**config.mk**
```make
export PLATFORM = sky130hd
export DESIGN_NAME = frc_ctrl
export DESIGN_NICKNAME = d
export VERILOG_FILES = /design/src/design/frc_pkg.sv /design/src/design/frc_gain_decode.sv /design/src/design/frc_settle_timer.sv /design/src/design/frc_ctrl.sv
export SDC_FILE = /design/constraint.sdc
export NUM_CORES = 1
export LEC_CHECK = 0
export ABC_AREA = 1
export BUFFER_PORTS_ARGS = -buffer_cell sky130_fd_sc_hd__buf_2
export CAP_MARGIN = 20
export CORE_AREA = 2 2 72 74
export CTS_CLUSTER_SIZE = 8
export DETAILED_ROUTE_END_ITERATION = 12
export DIE_AREA = 0 0 74 76
export GPL_TIMING_DRIVEN = 0
export PLACE_DENSITY = 0.77
export RECOVER_POWER = 100
export SLEW_MARGIN = 20
export SYNTH_ARGS = -nofsm -noshare
export SYNTH_HDL_FRONTEND = slang
export SYNTH_HIERARCHICAL = 1
export SYNTH_SLANG_ARGS = --single-unit
```
**constraint.sdc**
```tcl
create_clock -name clk_i -period 1.52 [get_ports clk_i]
set_input_delay 0.304 -clock clk_i [delete_from_list [all_inputs] [get_ports clk_i]]
set_output_delay 0.304 -clock clk_i [all_outputs]
set_load 0.02 [all_outputs]
```
**src/design/frc_pkg.sv**
```systemverilog
// package of constants for the fixed voltage reference control register block
// assumes a 32-bit classic wishbone slave view; register is one aligned word
package frc_pkg;
   // ----------------------------------------
   // register map
   // ----------------------------------------
   localparam logic [7:0] FRC_CTRL_OFFSET = 8'h00;
   localparam logic [7:0] FRC_CTRL_RESET = 8'h00;
   // ----------------------------------------
   // field positions
   // ----------------------------------------
   localparam int FRC_REF_EN_BIT = 7;
   localparam int FRC_REF_RDY_BIT = 6;
   localparam int FRC_TS_EN_BIT = 5;
   localparam int FRC_TS_RNG_BIT = 4;
   localparam int FRC_CMP_GAIN_LSB = 2;
   localparam int FRC_ADC_GAIN_LSB = 0;
   // ----------------------------------------
   // settle time of the reference before ready
   // ----------------------------------------
   localparam int FRC_SETTLE_NS = 25000;
   localparam int FRC_CLK_NS = 25;
   localparam int FRC_SETTLE_CYC = (FRC_SETTLE_NS + FRC_CLK_NS - 1) / FRC_CLK_NS;
   // ----------------------------------------
   // gain selections, one-hot
   // ----------------------------------------
   typedef enum logic [3:0] {
      FRC_GAIN_OFF = 4'h1,
      FRC_GAIN_1X = 4'h2,
      FRC_GAIN_2X = 4'h4,
      FRC_GAIN_4X = 4'h8
   } frc_gain_t;
endpackage : frc_pkg

```
**src/design/frc_gain_decode.sv**
```systemverilog
// decodes a two-bit gain code into a one-hot gain selection
// assumes the caller states whether code 00 means off or 1x
`timescale 1ns/1ps
`default_nettype none
module frc_gain_decode
   import frc_pkg::*;
(
   input wire logic [1:0] code_i,
   input wire logic has_off_i,
   output frc_pkg::frc_gain_t gain_o
);
   import frc_pkg::*;

   always_comb begin
      case (code_i)
         2'h3: gain_o = FRC_GAIN_4X;
         2'h2: gain_o = FRC_GAIN_2X;
         2'h1: gain_o = FRC_GAIN_1X;
         default: gain_o = has_off_i ? FRC_GAIN_OFF : FRC_GAIN_1X;
      endcase
   end
endmodule : frc_gain_decode
`default_nettype wire

```
**src/design/frc_settle_timer.sv**
```systemverilog
// counts the reference settle time after enable and raises ready
// assumes a synchronous active high reset
`timescale 1ns/1ps
`default_nettype none
module frc_settle_timer
   import frc_pkg::*;
(
   input wire logic clk_i,
   input wire logic rst_i,
   input wire logic enable_i,
   output logic ready_o
);
   import frc_pkg::*;

   logic [15:0] count_reg;
   always_ff @(posedge clk_i) begin
      if (rst_i || !enable_i) begin
         count_reg <= 16'h0000;
         ready_o <= 1'b0;
      end else if (count_reg == 16'(FRC_SETTLE_CYC - 1)) begin
         ready_o <= 1'b1;
      end else begin
         count_reg <= count_reg + 16'h0001;
      end
   end
endmodule : frc_settle_timer
`default_nettype wire

```
**src/design/frc_ctrl.sv**
```systemverilog
// control and status register for the fixed voltage reference and temp sensor
// assumes a classic wishbone master on the system clock, 32-bit data
`timescale 1ns/1ps
`default_nettype none
module frc_ctrl
   import frc_pkg::*;
(
   input wire logic clk_i,
   input wire logic rst_i,
   input wire logic wb_cyc_i,
   input wire logic wb_stb_i,
   input wire logic wb_we_i,
   input wire logic [7:0] wb_adr_i,
   input wire logic [3:0] wb_sel_i,
   input wire logic [31:0] wb_dat_i,
   output logic [31:0] wb_dat_o,
   output logic wb_ack_o,
   output logic wb_err_o,
   output logic ref_enable_o,
   output logic ref_ready_o,
   output logic sensor_power_o,
   output logic range_high_o,
   output frc_pkg::frc_gain_t cmp_gain_o,
   output frc_pkg::frc_gain_t adc_gain_o,
   output logic adc_temp_route_o
);
   import frc_pkg::*;

   // ----------------------------------------
   // bus decode
   // ----------------------------------------
   logic req;
   logic hit;
   logic wr_en;
   assign req = wb_cyc_i && wb_stb_i && !wb_ack_o && !wb_err_o;
   assign hit = wb_adr_i == FRC_CTRL_OFFSET;
   assign wr_en = req && hit && wb_we_i && wb_sel_i[0];

   // ----------------------------------------
   // control register
   // ----------------------------------------
   logic [7:0] ctrl_reg;
   logic ready;
   frc_gain_t cmp_gain;
   frc_gain_t adc_gain;

   always_ff @(posedge clk_i) begin
      if (rst_i) begin
         ctrl_reg <= FRC_CTRL_RESET;
      end else if (wr_en) begin
         ctrl_reg <= wb_dat_i[7:0] & ~(8'h01 << FRC_REF_RDY_BIT);
      end
   end

   frc_settle_timer u_settle (
      .clk_i(clk_i),
      .rst_i(rst_i),
      .enable_i(ctrl_reg[FRC_REF_EN_BIT]),
      .ready_o(ready)
   );

   frc_gain_decode u_cmp_dec (
      .code_i(ctrl_reg[FRC_CMP_GAIN_LSB +: 2]),
      .has_off_i(1'b0),
      .gain_o(cmp_gain)
   );

   // adc path off on code 00
   frc_gain_decode u_adc_dec (
      .code_i(ctrl_reg[FRC_ADC_GAIN_LSB +: 2]),
      .has_off_i(1'b1),
      .gain_o(adc_gain)
   );

   // ----------------------------------------
   // bus answer, one cycle after request
   // ----------------------------------------
   always_ff @(posedge clk_i) begin
      if (rst_i) begin
         wb_ack_o <= 1'b0;
         wb_err_o <= 1'b0;
         wb_dat_o <= 32'h0000_0000;
      end else begin
         wb_ack_o <= req && hit;
         wb_err_o <= req && !hit;
         if (req && hit && !wb_we_i) begin
            wb_dat_o <= {24'h00_0000, ctrl_reg[7], ready, ctrl_reg[5:0]};
         end else begin
            wb_dat_o <= 32'h0000_0000;
         end
      end
   end

   // ----------------------------------------
   // analog controls, registered
   // ----------------------------------------
   // one register per control (four flops for each one-hot gain), so every output leaves a register of its own

   always_ff @(posedge clk_i) begin
      if (rst_i) begin
         ref_enable_o <= 1'b0;
      end else begin
         ref_enable_o <= ctrl_reg[FRC_REF_EN_BIT];
      end
   end

   // ready status
   // lags the timer by one cycle, so it falls one cycle after the enable output
   always_ff @(posedge clk_i) begin
      if (rst_i) begin
         ref_ready_o <= 1'b0;
      end else begin
         ref_ready_o <= ready;
      end
   end

   always_ff @(posedge clk_i) begin
      if (rst_i) begin
         sensor_power_o <= 1'b0;
      end else begin
         sensor_power_o <= ctrl_reg[FRC_TS_EN_BIT];
      end
   end

   always_ff @(posedge clk_i) begin
      if (rst_i) begin
         range_high_o <= 1'b0;
      end else begin
         range_high_o <= ctrl_reg[FRC_TS_RNG_BIT];
      end
   end

   always_ff @(posedge clk_i) begin
      if (rst_i) begin
         cmp_gain_o <= FRC_GAIN_1X;
      end else begin
         cmp_gain_o <= cmp_gain;
      end
   end

   always_ff @(posedge clk_i) begin
      if (rst_i) begin
         adc_gain_o <= FRC_GAIN_OFF;
      end else begin
         adc_gain_o <= adc_gain;
      end
   end

   // internal route to adc mux
   // follows the sensor enable, so a powered-down sensor is never offered to the adc
   always_ff @(posedge clk_i) begin
      if (rst_i) begin
         adc_temp_route_o <= 1'b0;
      end else begin
         adc_temp_route_o <= ctrl_reg[FRC_TS_EN_BIT];
      end
   end

   // ----------------------------------------
   // settle watch, read only by the checks
   // ----------------------------------------
   logic [15:0] en_cycles_reg;
   // own count, so a timer off by one is caught
   always_ff @(posedge clk_i) begin
      if (rst_i || !ctrl_reg[FRC_REF_EN_BIT]) begin
         en_cycles_reg <= 16'h0000;
      end else if (en_cycles_reg != 16'(FRC_SETTLE_CYC)) begin
         en_cycles_reg <= en_cycles_reg + 16'h0001;
      end
   end

   // ----------------------------------------
   // checks
   // ----------------------------------------
   // sampled at the rising edge; reset switches every assertion off, the covers have no disable

   a_ready_masked: assert property (@(posedge clk_i) disable iff (rst_i)
      !ctrl_reg[FRC_REF_RDY_BIT])
      else $error("ready bit stored");
   a_write_fields: assert property (@(posedge clk_i) disable iff (rst_i)
      wr_en |=> ctrl_reg == ($past(wb_dat_i[7:0]) & 8'hbf))
      else $error("write lost");
   a_sel_ignored: assert property (@(posedge clk_i) disable iff (rst_i)
      req && hit && wb_we_i && !wb_sel_i[0] |=> $stable(ctrl_reg))
      else $error("write without lane");
   a_err_no_write: assert property (@(posedge clk_i) disable iff (rst_i)
      req && !hit |=> wb_err_o && !wb_ack_o && $stable(ctrl_reg))
      else $error("unmapped access wrong");
   a_write_ack: assert property (@(posedge clk_i) disable iff (rst_i)
      req && hit && wb_we_i |=> wb_ack_o && !wb_err_o)
      else $error("write not acked");

   a_read_lanes: assert property (@(posedge clk_i) disable iff (rst_i)
      req && hit && !wb_we_i |=> wb_ack_o && wb_dat_o[31:8] == 24'h00_0000)
      else $error("read lanes wrong");
   a_read_ready: assert property (@(posedge clk_i) disable iff (rst_i)
      req && hit && !wb_we_i |=> wb_dat_o[FRC_REF_RDY_BIT] == $past(ready))
      else $error("ready read wrong");
   a_dat_idle: assert property (@(posedge clk_i) disable iff (rst_i)
      !wb_ack_o |-> wb_dat_o == 32'h0000_0000)
      else $error("data without ack");
   a_ack_pulse: assert property (@(posedge clk_i) disable iff (rst_i)
      wb_ack_o |=> !wb_ack_o)
      else $error("ack held");
   a_err_pulse: assert property (@(posedge clk_i) disable iff (rst_i)
      wb_err_o |=> !wb_err_o)
      else $error("err held");
   a_ack_err_excl: assert property (@(posedge clk_i) disable iff (rst_i)
      !(wb_ack_o && wb_err_o))
      else $error("ack and err together");

   a_enable_out: assert property (@(posedge clk_i) disable iff (rst_i)
      ref_enable_o == $past(ctrl_reg[FRC_REF_EN_BIT]))
      else $error("enable wrong");
   a_ready_early: assert property (@(posedge clk_i) disable iff (rst_i)
      ready |-> en_cycles_reg == 16'(FRC_SETTLE_CYC))
      else $error("ready too early");
   a_ready_settle: assert property (@(posedge clk_i) disable iff (rst_i)
      ctrl_reg[FRC_REF_EN_BIT] && en_cycles_reg == 16'(FRC_SETTLE_CYC) |=> ready)
      else $error("ready too late");
   a_ready_drop: assert property (@(posedge clk_i) disable iff (rst_i)
      !ctrl_reg[FRC_REF_EN_BIT] |=> !ready)
      else $error("ready while disabled");

   a_range_out: assert property (@(posedge clk_i) disable iff (rst_i)
      range_high_o == $past(ctrl_reg[FRC_TS_RNG_BIT]))
      else $error("range wrong");
   a_cmp_no_off: assert property (@(posedge clk_i) disable iff (rst_i)
      cmp_gain_o != FRC_GAIN_OFF)
      else $error("cmp gain off");
   a_cmp_code: assert property (@(posedge clk_i) disable iff (rst_i)
      ctrl_reg[FRC_CMP_GAIN_LSB +: 2] == 2'h3 |=> cmp_gain_o == FRC_GAIN_4X)
      else $error("cmp gain wrong");
   a_cmp_2x: assert property (@(posedge clk_i) disable iff (rst_i)
      ctrl_reg[FRC_CMP_GAIN_LSB +: 2] == 2'h2 |=> cmp_gain_o == FRC_GAIN_2X)
      else $error("cmp gain not 2x");
   a_cmp_low: assert property (@(posedge clk_i) disable iff (rst_i)
      ctrl_reg[FRC_CMP_GAIN_LSB + 1] == 1'b0 |=> cmp_gain_o == FRC_GAIN_1X)
      else $error("cmp gain not 1x");

   a_adc_off: assert property (@(posedge clk_i) disable iff (rst_i)
      ctrl_reg[FRC_ADC_GAIN_LSB +: 2] == 2'h0 |=> adc_gain_o == FRC_GAIN_OFF)
      else $error("adc not off");
   a_adc_1x: assert property (@(posedge clk_i) disable iff (rst_i)
      ctrl_reg[FRC_ADC_GAIN_LSB +: 2] == 2'h1 |=> adc_gain_o == FRC_GAIN_1X)
      else $error("adc gain not 1x");
   a_adc_2x: assert property (@(posedge clk_i) disable iff (rst_i)
      ctrl_reg[FRC_ADC_GAIN_LSB +: 2] == 2'h2 |=> adc_gain_o == FRC_GAIN_2X)
      else $error("adc gain not 2x");
   a_adc_4x: assert property (@(posedge clk_i) disable iff (rst_i)
      ctrl_reg[FRC_ADC_GAIN_LSB +: 2] == 2'h3 |=> adc_gain_o == FRC_GAIN_4X)
      else $error("adc gain not 4x");

   a_temp_route: assert property (@(posedge clk_i) disable iff (rst_i)
      adc_temp_route_o == $past(ctrl_reg[FRC_TS_EN_BIT]))
      else $error("route mismatch");
   a_sensor_power: assert property (@(posedge clk_i) disable iff (rst_i)
      !ctrl_reg[FRC_TS_EN_BIT] |=> !sensor_power_o)
      else $error("sensor powered");
   a_sensor_on: assert property (@(posedge clk_i) disable iff (rst_i)
      ctrl_reg[FRC_TS_EN_BIT] |=> sensor_power_o)
      else $error("sensor not powered");

   c_write: cover property (@(posedge clk_i) wr_en);
   c_read: cover property (@(posedge clk_i) req && hit && !wb_we_i);
   c_error: cover property (@(posedge clk_i) wb_err_o);
   c_ready: cover property (@(posedge clk_i) $rose(ref_ready_o));
   c_adc_off: cover property (@(posedge clk_i) adc_gain_o == FRC_GAIN_OFF && ref_enable_o);
endmodule : frc_ctrl
`default_nettype wire

```
==> impl_metrics.yaml, run 1 <==
clock_tree:
  cts_max_path_buffers: 2
  cts_hold_buf: 0
  path_clk_slew_ns: 0.09
  tritoncts: "yes"
  cts_root_buf: "clkbuf_8"
  post_cts_buffers: 0
  numCtsBuffers: 5
  cts_resized: 0
  cts_num_sinks: 46
  htreeDepth: 2
  clock_latency_ns: 0.31
floorplanning:
  die_w_um: 74
  die_area_mm2: 0.005624
  die_y_um: 76
  rows: 26
  pin_count: 96
  initial_utilization_pct: 44.50
  core-area_mm2: 0.004912
timing:
  fmax_mhz: 735.3
  fin_ws_ns: 0.1600
  setup_violations: 0
  fin_skew_ns: 0.007105
  finalCriticalPeriod_ns: 1.360
  finalCritPeriodShare_pct: 89.47
  final_hold_viol_count: 0
  setup_tns_ns: 0
  rsz0062_at_grt: "false"
  slew_viol_final: 0
pwr:
  power_leakage_nw: 1.181
  p_per_area_mw_per_mm2: 817.7
  ir_drop_uv: 582.4
  p_total_mw: 2.144
setup_path:
  end_kind: "flop"
  critPathKind: "reg -> reg"
  crit_slowest_cell: "dfxtp_1"
  cp_top_family: "simple AND/OR/NAND/NOR gates"
  reg2reg_from: "u_settle/count_reg[0]"
  cp-start-kind: "flop"
  r2r_slack_ns: 0.16
  max_stage_delay_ns: 0.41
  path_buf_inv: 2
  required_ns: 1.72
  worstPathArrival_ns: 1.56
  crit_fanout: 6
  worstReg2RegEnd: "u_settle/count_reg[12]"
  cp_cell_sequence: "ha_4 > inv_1 > nor2_2 > nand2_1 > inv_2 > nand2_1 > nor2_1 > nor2_1"
  reg2reg_depth: 8
route:
  drt_pass1_iterations: 4
  wl_per_cell_um: 8.724
  drtIter0Drc: 60
  viasPerCell: 4.087
  drc: 0
  ant_nets: 0
  vias: 1880
  totalWireLength_mm: 4.013
hold_path:
  holdPathStages: 3
  hold_start: "wb_dat_i[2]"
  min_path_type: "in -> reg"
  hold_path_end: "ctrl_reg[2]"
yosys:
  yosysSeqAreaShare_pct: 42.13
  synth_area_leaders: "dfxtp_1 42%, nor2_1 13%, nand2_1 10%"
  synthXorXnorAreaFrac_pct: 1.202
  postSynthCellCount: 313
  synthMuxAreaShare_pct: 0
  synth_top_family_by_area: "simple AND/OR/NAND/NOR gates"
  ys.warnings.count: 6
  synth_common_cells: "78 x nor2_1, 59 x nand2_1, 46 x dfxtp_1, 40 x inv_1, 26 x buf_4"
  avgSynthCellArea_um2: 6.984
  mappedNetlistArea_mm2: 0.002186
  synth_edf_count: 0
  synthSimpleGateAreaFrac_pct: 34.17
  synth_fa_ha_area_share_pct: 0.5724
  synth_most_common_cell: "nor2_1"
  synth_compound_area_share_pct: 3.663
  ys_ff_latch: 46
  synth_cell_type_count: 28
  synth_ff_type: "dfxtp_1"
  netlist.top_cell.by_area: "dfxtp_1"
  async_reset_ff_share_pct: 0
  synth_top_area_share_pct: 42.13
status:
  status: "completed"
cells_and_area:
  largest_reg_flops: 16
  fin_area_mm2: 0.002623
  area_growth_syn_to_layout_pct: 19.98
  num_antenna_cells: 0
  final_nets: 439
  layout-drive-gt1-share_pct: 19.23
  layoutNonFillerInstCount: 460
  nFillCells: 502
placed_design:
  gp_congestion: 0.8422
  place_area_mm2: 0.002586
  dpl.hpwl_mm: 3.153
  io_buffers: 43
  pre_cts_slack_ns: 0.08856
  post-place-cells: 452
global_route:
  grt_start_max_net_pins: 17
  track_usage_pct: 15.47
  grt_antenna_before_repair: 0
  grt_pass1_wl_mm: 6.893
  overflow: 0
  first_global_vias: 1716
job:
  maxCapViolations: 0
[metrics by stage]
step | utilization (%) | hold slack [ns]
after floorplan | - | 0.4105
after global placement | 52.65 | 0.4467
after detailed placement | 52.65 | 0.4557
after CTS | 54.53 | 0.2102
after global routing | 53.39 | 0.2123
final | 53.39 | 0.2180
[worst reg2reg max path: cells and delay by family (launching register included)]
family	cells	cell delay, ns
buffers and inverters	2	0.17
AND/OR/NAND/NOR	5	0.50
flip-flops	1	0.41
adder cells (fa/ha/maj)	1	0.20
[kinds of logic after synthesis]
kind of cell | Yosys count
adder cells (fa/ha/maj) | 1
AND/OR/NAND/NOR | 171
other | 2
buffers and inverters | 76
flip-flops | 46
XOR/XNOR | 3
AO/OA/AOI/OAI | 14
[worst max-delay path by stage]
stage	start	endpoint	cells after the start	slack [ns]
after detailed placement	u_settle/count_reg[0]	u_settle/count_reg[12]	8	0.09
after CTS	u_settle/count_reg[0]	u_settle/count_reg[12]	8	0.07
final	u_settle/count_reg[0]	u_settle/count_reg[12]	8	0.16
after global placement	u_settle/count_reg[0]	u_settle/count_reg[12]	8	0.11
after global routing	u_settle/count_reg[0]	u_settle/count_reg[14]	8	0.03
after floorplan	u_settle/count_reg[0]	u_settle/count_reg[14]	8	0.24
[routing by layer]
layer  track usage (%)  up-vias  part of all wire, %
li1                  -     1028                    -
met4             6.545        0                  1.6
met3             5.423        6                  7.3
met5                 0        -                    0
met1             17.43      790                   42
met2             25.89       56                   49
[report_power, final]
group          internal [mW]  leakage [nW]  switching (mW)
clock                  0.329        0.0408           0.431
sequential              1.21         0.372         0.00197
combinational         0.0721         0.768           0.100
[area by class of cell]
type                    count  area (um^2)  area share [%]
well taps                  70        87.58           3.340
multi-input cells         217        953.4           36.35
clock inverters             3        23.77          0.9065
plain buffers              29        206.4           7.872
flip-flops and latches     46        920.9           35.11
clock buffers               5        68.82           2.624
repair buffers             43        185.2           7.061
inverters                  47        176.4           6.727
[cells in the final DEF, fill, tap and decap left out, types with 3 or more instances in the layout]
cell	n
a21oi_1	8
buf_2	20
buf_4	25
clkbuf_1	25
clkbuf_8	5
conb_1	28
dfxtp_1	46
inv_1	42
inv_2	5
nand2_1	61
nand2_2	4
nand3_1	11
nor2_1	80
nor2_2	3
nor2_4	3
nor3_1	3
o21ai_0	3
No activity file was read; power rests on OpenSTA's default activity.
==> run 2: changes to the inputs <==
==> constraint.sdc (replaced) <==
create_clock -name clk_i -period 1.52 [get_ports clk_i]
set_input_delay 0 -clock clk_i [delete_from_list [all_inputs] [get_ports clk_i]]
set_output_delay 0 -clock clk_i [all_outputs]
set_load 0.02 [all_outputs]
==> run 2 against run 1 <==
Against the previous run:
- non-clock buffer count up 10
- sequential power about the same
- flip-flop and latch count unchanged
- worst hold slack worse by 0.20 ns
- first-iteration DRC count up 42%
- clock power up 0.5%
- wire length up 7.7%
- core utilization up 2.0 points
- critical path depth unchanged
- cell count up 2.2%
- critical endpoint unchanged
- power up 1.1%
- combinational power up 12%
- critical path type unchanged
==> impl_metrics.yaml, run 2 (synthesis gave the netlist of run 1 again) <==
timing:
  fmax_mhz: 736.1
  finalCriticalPeriod_ns: 1.358
  setup_tns_ns: 0
  fin_skew_ns: 0.009847
  setup_violations: 0
  slew_viol_final: 0
  fin_ws_ns: 0.1615
  finalCritPeriodShare_pct: 89.37
  final_hold_viol_count: 0
  rsz0062_at_grt: "false"
floorplanning:
  die_area_mm2: 0.005624
  core-area_mm2: 0.004912
  initial_utilization_pct: 44.50
  rows: 26
  die_y_um: 76
  die_w_um: 74
  pin_count: 96
cells_and_area:
  num_antenna_cells: 0
  layout-drive-gt1-share_pct: 18.50
  final_cell_mix: "79 x nor2_1, 62 x nand2_1, 46 x dfxtp_1"
  area_growth_syn_to_layout_pct: 24.50
  final_nets: 449
  largest_reg_flops: 16
  fin_area_mm2: 0.002721
  layout_commonest_cell: "nor2_1"
clock_tree:
  numCtsBuffers: 5
  post_cts_buffers: 0
  path_clk_slew_ns: 0.08
  clock_latency_ns: 0.31
  cts_root_buf: "clkbuf_8"
  cts_max_path_buffers: 2
  htreeDepth: 2
  tritoncts: "yes"
  cts_num_sinks: 46
setup_path:
  crit_fanout: 6
  crit_slowest_cell: "dfxtp_1"
  max_stage_delay_ns: 0.41
  required_ns: 1.72
  cp_cell_sequence: "ha_4 > inv_1 > nor2_2 > nand2_1 > inv_2 > nand2_1 > nor2_1 > nor2_1"
  r2r_slack_ns: 0.16
  reg2reg_from: "u_settle/count_reg[0]"
  crit_end: "u_settle/count_reg[12]"
  cp-start-kind: "flop"
  startpoint: "u_settle/count_reg[0]"
  worstReg2RegEnd: "u_settle/count_reg[12]"
  critPathKind: "reg -> reg"
  worstPathArrival_ns: 1.56
  end_kind: "flop"
  reg2reg_depth: 8
route:
  viasPerCell: 4.102
  drc: 0
  totalWireLength_mm: 4.324
  ant_nets: 0
  drtIter0Drc: 85
  drt_pass1_iterations: 4
  wl_per_cell_um: 9.200
  vias: 1928
placed_design:
  pre_cts_slack_ns: 0.08856
  place_area_mm2: 0.002586
  dpl.hpwl_mm: 3.153
  io_buffers: 43
  gp_congestion: 0.8422
pwr:
  p_comb_share_pct: 8.8
  ir_drop_uv: 586.3
  power.share.switching_pct: 24.92
  power_leakage_nw: 1.215
  seq_power_share_pct: 56.0
  p_sw_uw: 540.1
  p_per_area_mw_per_mm2: 796.4
  clkPwrFrac_pct: 35.2
  p_int_mw: 1.627
global_route:
  grt_pass1_wl_mm: 7.341
  grt_start_max_net_pins: 17
  track_usage_pct: 16.48
  grt_antenna_before_repair: 0
  first_global_vias: 1781
  overflow: 0
hold_path:
  min_path_type: "in -> reg"
status:
  status: "completed"
job:
  maxCapViolations: 0
-- run 2: metal layers --
metal / GRT usage, % / routed length, um / share of wire, %
met1: 18.33 / 1799 / 42
met2: 28.57 / 2166 / 50
met3: 5.026 / 293 / 6.8
met4: 6.545 / 64 / 1.5
met5: 0 / 0 / 0
-- run 2: area by class of cell --
type                            count  area [um^2]
Fill cell                         478         2191
Multi-Input combinational cell    217        953.4
Clock buffer                        5        68.82
Tap cell                           70        87.58
Sequential cell                    46        920.9
Buffer                             29        205.2
Timing Repair Buffer               53        285.3
Inverter                           47        176.4
Clock inverter                      3        23.77
-- run 2: worst max-delay path: cells and delay by family (launching register included) --
kind	cells	cell delay (ns)
buffers and inverters	2	0.17
DFF	1	0.41
adders and majority gates	1	0.20
and+or+nand+nor	5	0.49
-- run 2: power groups by stage --
stage               clock network (mW)  registers [mW]  logic [mW]
floorplan                            0            1.25       0.126
global placement                     0            1.24       0.173
detailed placement                   0            1.24       0.174
CTS                              0.796            1.21       0.192
global route                     0.829            1.21       0.207
finish                           0.763            1.21       0.192
-- run 2: per-stage QoR --
| step | hold slack, ns | power [mW] | cells | utilization (%) |
|---|---|---|---|---|
| 2_1_floorplan | 0.1065 | 1.376 | 339 | - |
| 3_3_place_gp | 0.2257 | 1.414 | 452 | 52.65 |
| 3_5_place_dp | 0.2317 | 1.414 | 452 | 52.65 |
| 4_1_cts | 0.002663 | 2.201 | 470 | 56.57 |
| 5_1_grt | 0.01605 | 2.250 | 470 | 55.40 |
| 6_report | 0.01647 | 2.167 | 470 | 55.40 |
-- run 2: worst min path at each step --
| stage | start | end | cells past startpoint |
|---|---|---|---|
| finish | wb_adr_i[1] | wb_ack_o | 4 |
| floorplan | rst_i | cmp_gain_o[1] | 1 |
| detailed placement | wb_dat_i[7] | ctrl_reg[7] | 3 |
| CTS | wb_adr_i[1] | wb_ack_o | 4 |
| global placement | wb_dat_i[0] | ctrl_reg[0] | 3 |
| global route | wb_adr_i[2] | wb_ack_o | 4 |
-- run 2: what timing repair did --
action | in CTS | in global routing
gates resized for setup | 0 | 2
hold endpoints to repair | 10 | 0
endpoints found under the setup margin | 0 | 6
hold buffers | 10 | 0
==> run 3: changes to the inputs <==
--- a/config.mk
+++ b/config.mk
@@ -8,15 +8,14 @@
 export ABC_AREA = 1
 export BUFFER_PORTS_ARGS = -buffer_cell sky130_fd_sc_hd__buf_2
 export CAP_MARGIN = 20
-export CORE_AREA = 2 2 72 74
+export CORE_AREA = 2 2 71 73
 export CTS_CLUSTER_SIZE = 8
 export DETAILED_ROUTE_END_ITERATION = 12
-export DIE_AREA = 0 0 74 76
+export DIE_AREA = 0 0 73 75
 export GPL_TIMING_DRIVEN = 0
-export PLACE_DENSITY = 0.77
+export PLACE_DENSITY = 0.78
 export RECOVER_POWER = 100
 export SLEW_MARGIN = 20
 export SYNTH_ARGS = -nofsm -noshare
 export SYNTH_HDL_FRONTEND = slang
-export SYNTH_HIERARCHICAL = 1
 export SYNTH_SLANG_ARGS = --single-unit
==> run 3 against run 2 <==
Against the previous run:
- via count fell by 1.6%
- worst hold slack got worse by 0.016 ns
- cell count fell by 8.1%
- sequential share of layout area rose by 1.1 points
- fmax fell by 2.1%
- design area fell by 5.2%
- largest cell class unchanged
- power fell by 1.0%
==> impl_metrics.yaml, run 3 <==
clock_tree:
  cts_root_buf: "clkbuf_8"
  tritoncts: "yes"
  clock_latency_ns: 0.30
  cts_max_path_buffers: 2
  htreeDepth: 2
  numCtsBuffers: 5
  post_cts_buffers: 0
  cts_num_sinks: 45
  path_clk_slew_ns: 0.10
global_route:
  overflow: 0
  track_usage_pct: 15.48
  grt_pass1_wl_mm: 6.693
  grt_start_max_net_pins: 18
  first_global_vias: 1592
  grt_antenna_before_repair: 0
timing:
  fin_ws_ns: 0.1329
  setup_violations: 0
  finalCritPeriodShare_pct: 91.26
  finalCriticalPeriod_ns: 1.387
  fmax_mhz: 720.9
  slew_viol_final: 0
  rsz0062_at_grt: "false"
  setup_tns_ns: 0
  holdWs_ns: 0.0004549
  fin_skew_ns: 0.009129
  final_hold_viol_count: 0
setup_path:
  crit_fanout: 7
  crit_slowest_cell: "dfxtp_1"
  cp-start-kind: "flop"
  reg2reg_depth: 9
  crit_cells: 9
  required_ns: 1.72
  cp_cell_sequence: "ha_1 > buf_4 > nand3_1 > inv_1 > nand2_2 > nor2_1 > nand2_1 > nand2_1 > nor2_1"
  r2r_slack_ns: 0.13
  critPathKind: "reg -> reg"
  worstPathArrival_ns: 1.59
  path_buf_inv: 2
  cp_top_family: "simple AND/OR/NAND/NOR gates"
  end_kind: "flop"
  reg2reg_from: "u_settle.count_reg[0]"
  worstReg2RegEnd: "u_settle.count_reg[14]"
  startpoint: "u_settle.count_reg[0]"
  max_stage_delay_ns: 0.37
route:
  drtIter0Drc: 76
  viasPerCell: 4.394
  drt_pass1_iterations: 4
  drc: 0
  wl_per_cell_um: 9.368
  ant_nets: 0
  vias: 1898
  totalWireLength_mm: 4.047
cells_and_area:
  num_antenna_cells: 0
  layoutNonFillerInstCount: 432
  final_nets: 427
  nFillCells: 450
  layout-drive-gt1-share_pct: 16.93
  area_growth_syn_to_layout_pct: 21.02
  largest_reg_flops: 16
  fin_area_mm2: 0.002579
  final_cell_mix: "71 x nor2_1, 56 x nand2_1, 44 x dfxtp_1"
  layout_commonest_cell: "nor2_1"
  utilization_pct: 55.33
placed_design:
  post-place-cells: 421
  dpl.hpwl_mm: 3.179
  place_area_mm2: 0.002494
  gp_congestion: 0.8590
  pre_cts_slack_ns: 0.1246
  io_buffers: 41
floorplanning:
  die_area_mm2: 0.005475
  die_w_um: 73
  die_y_um: 75
  rows: 25
  initial_utilization_pct: 45.72
  pin_count: 96
  core-area_mm2: 0.004661
yosys:
  netlist.top_cell.by_area: "dfxtp_1"
  yosysSeqAreaShare_pct: 42.28
  synth_area_leaders: "dfxtp_1 42%, nor2_1 12%, buf_4 11%"
  postSynthCellCount: 302
  avgSynthCellArea_um2: 7.056
  ys_ff_latch: 45
  synth_common_cells: "68 x nor2_1, 55 x nand2_1, 45 x dfxtp_1, 38 x inv_1, 30 x buf_4"
  synth_cell_type_count: 24
  synth_ff_type: "dfxtp_1"
  async_reset_ff_share_pct: 0
  synth_top_area_share_pct: 42.28
  ys.warnings.count: 0
  synth_edf_count: 0
  synth_most_common_cell: "nor2_1"
  mappedNetlistArea_mm2: 0.002131
pwr:
  power_leakage_nw: 1.094
  p_per_area_mw_per_mm2: 831.9
  ir_drop_uv: 728.4
  p_total_mw: 2.145
hold_path:
  holdPathStages: 2
  hold_path_end: "range_high_o"
  hold_start: "rst_i"
  min_path_type: "in -> reg"
job:
  maxCapViolations: 0
status:
  status: "completed"
[run 3: cell count changes after synthesis, moves of 2 or more]
| cell | delta |
|---|---|
| nor2_1 | -10 |
| inv_1 | -2 |
| a21oi_2 | -2 |
| o21ai_0 | +3 |
| nand3_1 | +4 |
| buf_4 | +4 |
| nand2_2 | -4 |
| nand3b_1 | +7 |
| inv_2 | -7 |
| a21oi_1 | +7 |
| nand2_1 | -4 |
| or2_2 | -2 |
[run 3: layout make-up]
type                    instances  area, um^2  area share (%)
plain buffers                  32       239.0           9.267
clock buffers                   5       68.82           2.669
clock inverters                 3       28.78           1.116
inverters                      39       146.4           5.677
multi-input cells             210       918.4           35.61
flip-flops and latches         45       902.1           34.98
well taps                      54       67.56           2.620
repair buffers                 44       207.7           8.054
[run 3: timing repair]
action / in CTS / in global routing
hold endpoints to repair: 2 / 1
hold buffers: 2 / 1
resized for setup: 0 / 1
endpoints found under the setup margin: 0 / 3
[run 3: how the worst max path moves through the flow]
stage                                   endpoint
after floorplan           u_settle.count_reg[14]
after global placement    u_settle.count_reg[14]
after detailed placement  u_settle.count_reg[14]
after CTS                 u_settle.count_reg[14]
after global routing      u_settle.count_reg[14]
final                     u_settle.count_reg[14]
[run 3: metal layers]
layer / vias to the layer above / global-route usage (%) / wire length (um)
met5: - / 0 / 0
met4: 0 / 5.556 / 46
met3: 7 / 4.552 / 241
met2: 54 / 28.23 / 2088
met1: 816 / 17.07 / 1671
li1: 1021 / - / -
[run 3: report_power, final]
part | total (mW) | internal, mW | switching (mW)
combinational | 0.167 | 0.0757 | 0.0910
clock | 0.799 | 0.347 | 0.452
sequential | 1.18 | 1.18 | 0.000623
[run 3: kinds of logic (layout without fill, tap and decap cells)]
logic type,Yosys count,count (layout),synth area share (%)
XOR/XNOR,3,3,1.233
other,1,25,0.1760
adder cells (fa/ha/maj),1,1,0.5871
flip-flops,45,45,42.28
AO/OA/AOI/OAI,23,23,5.520
AND/OR/NAND/NOR,158,158,32.00
buffers and inverters,71,123,18.20
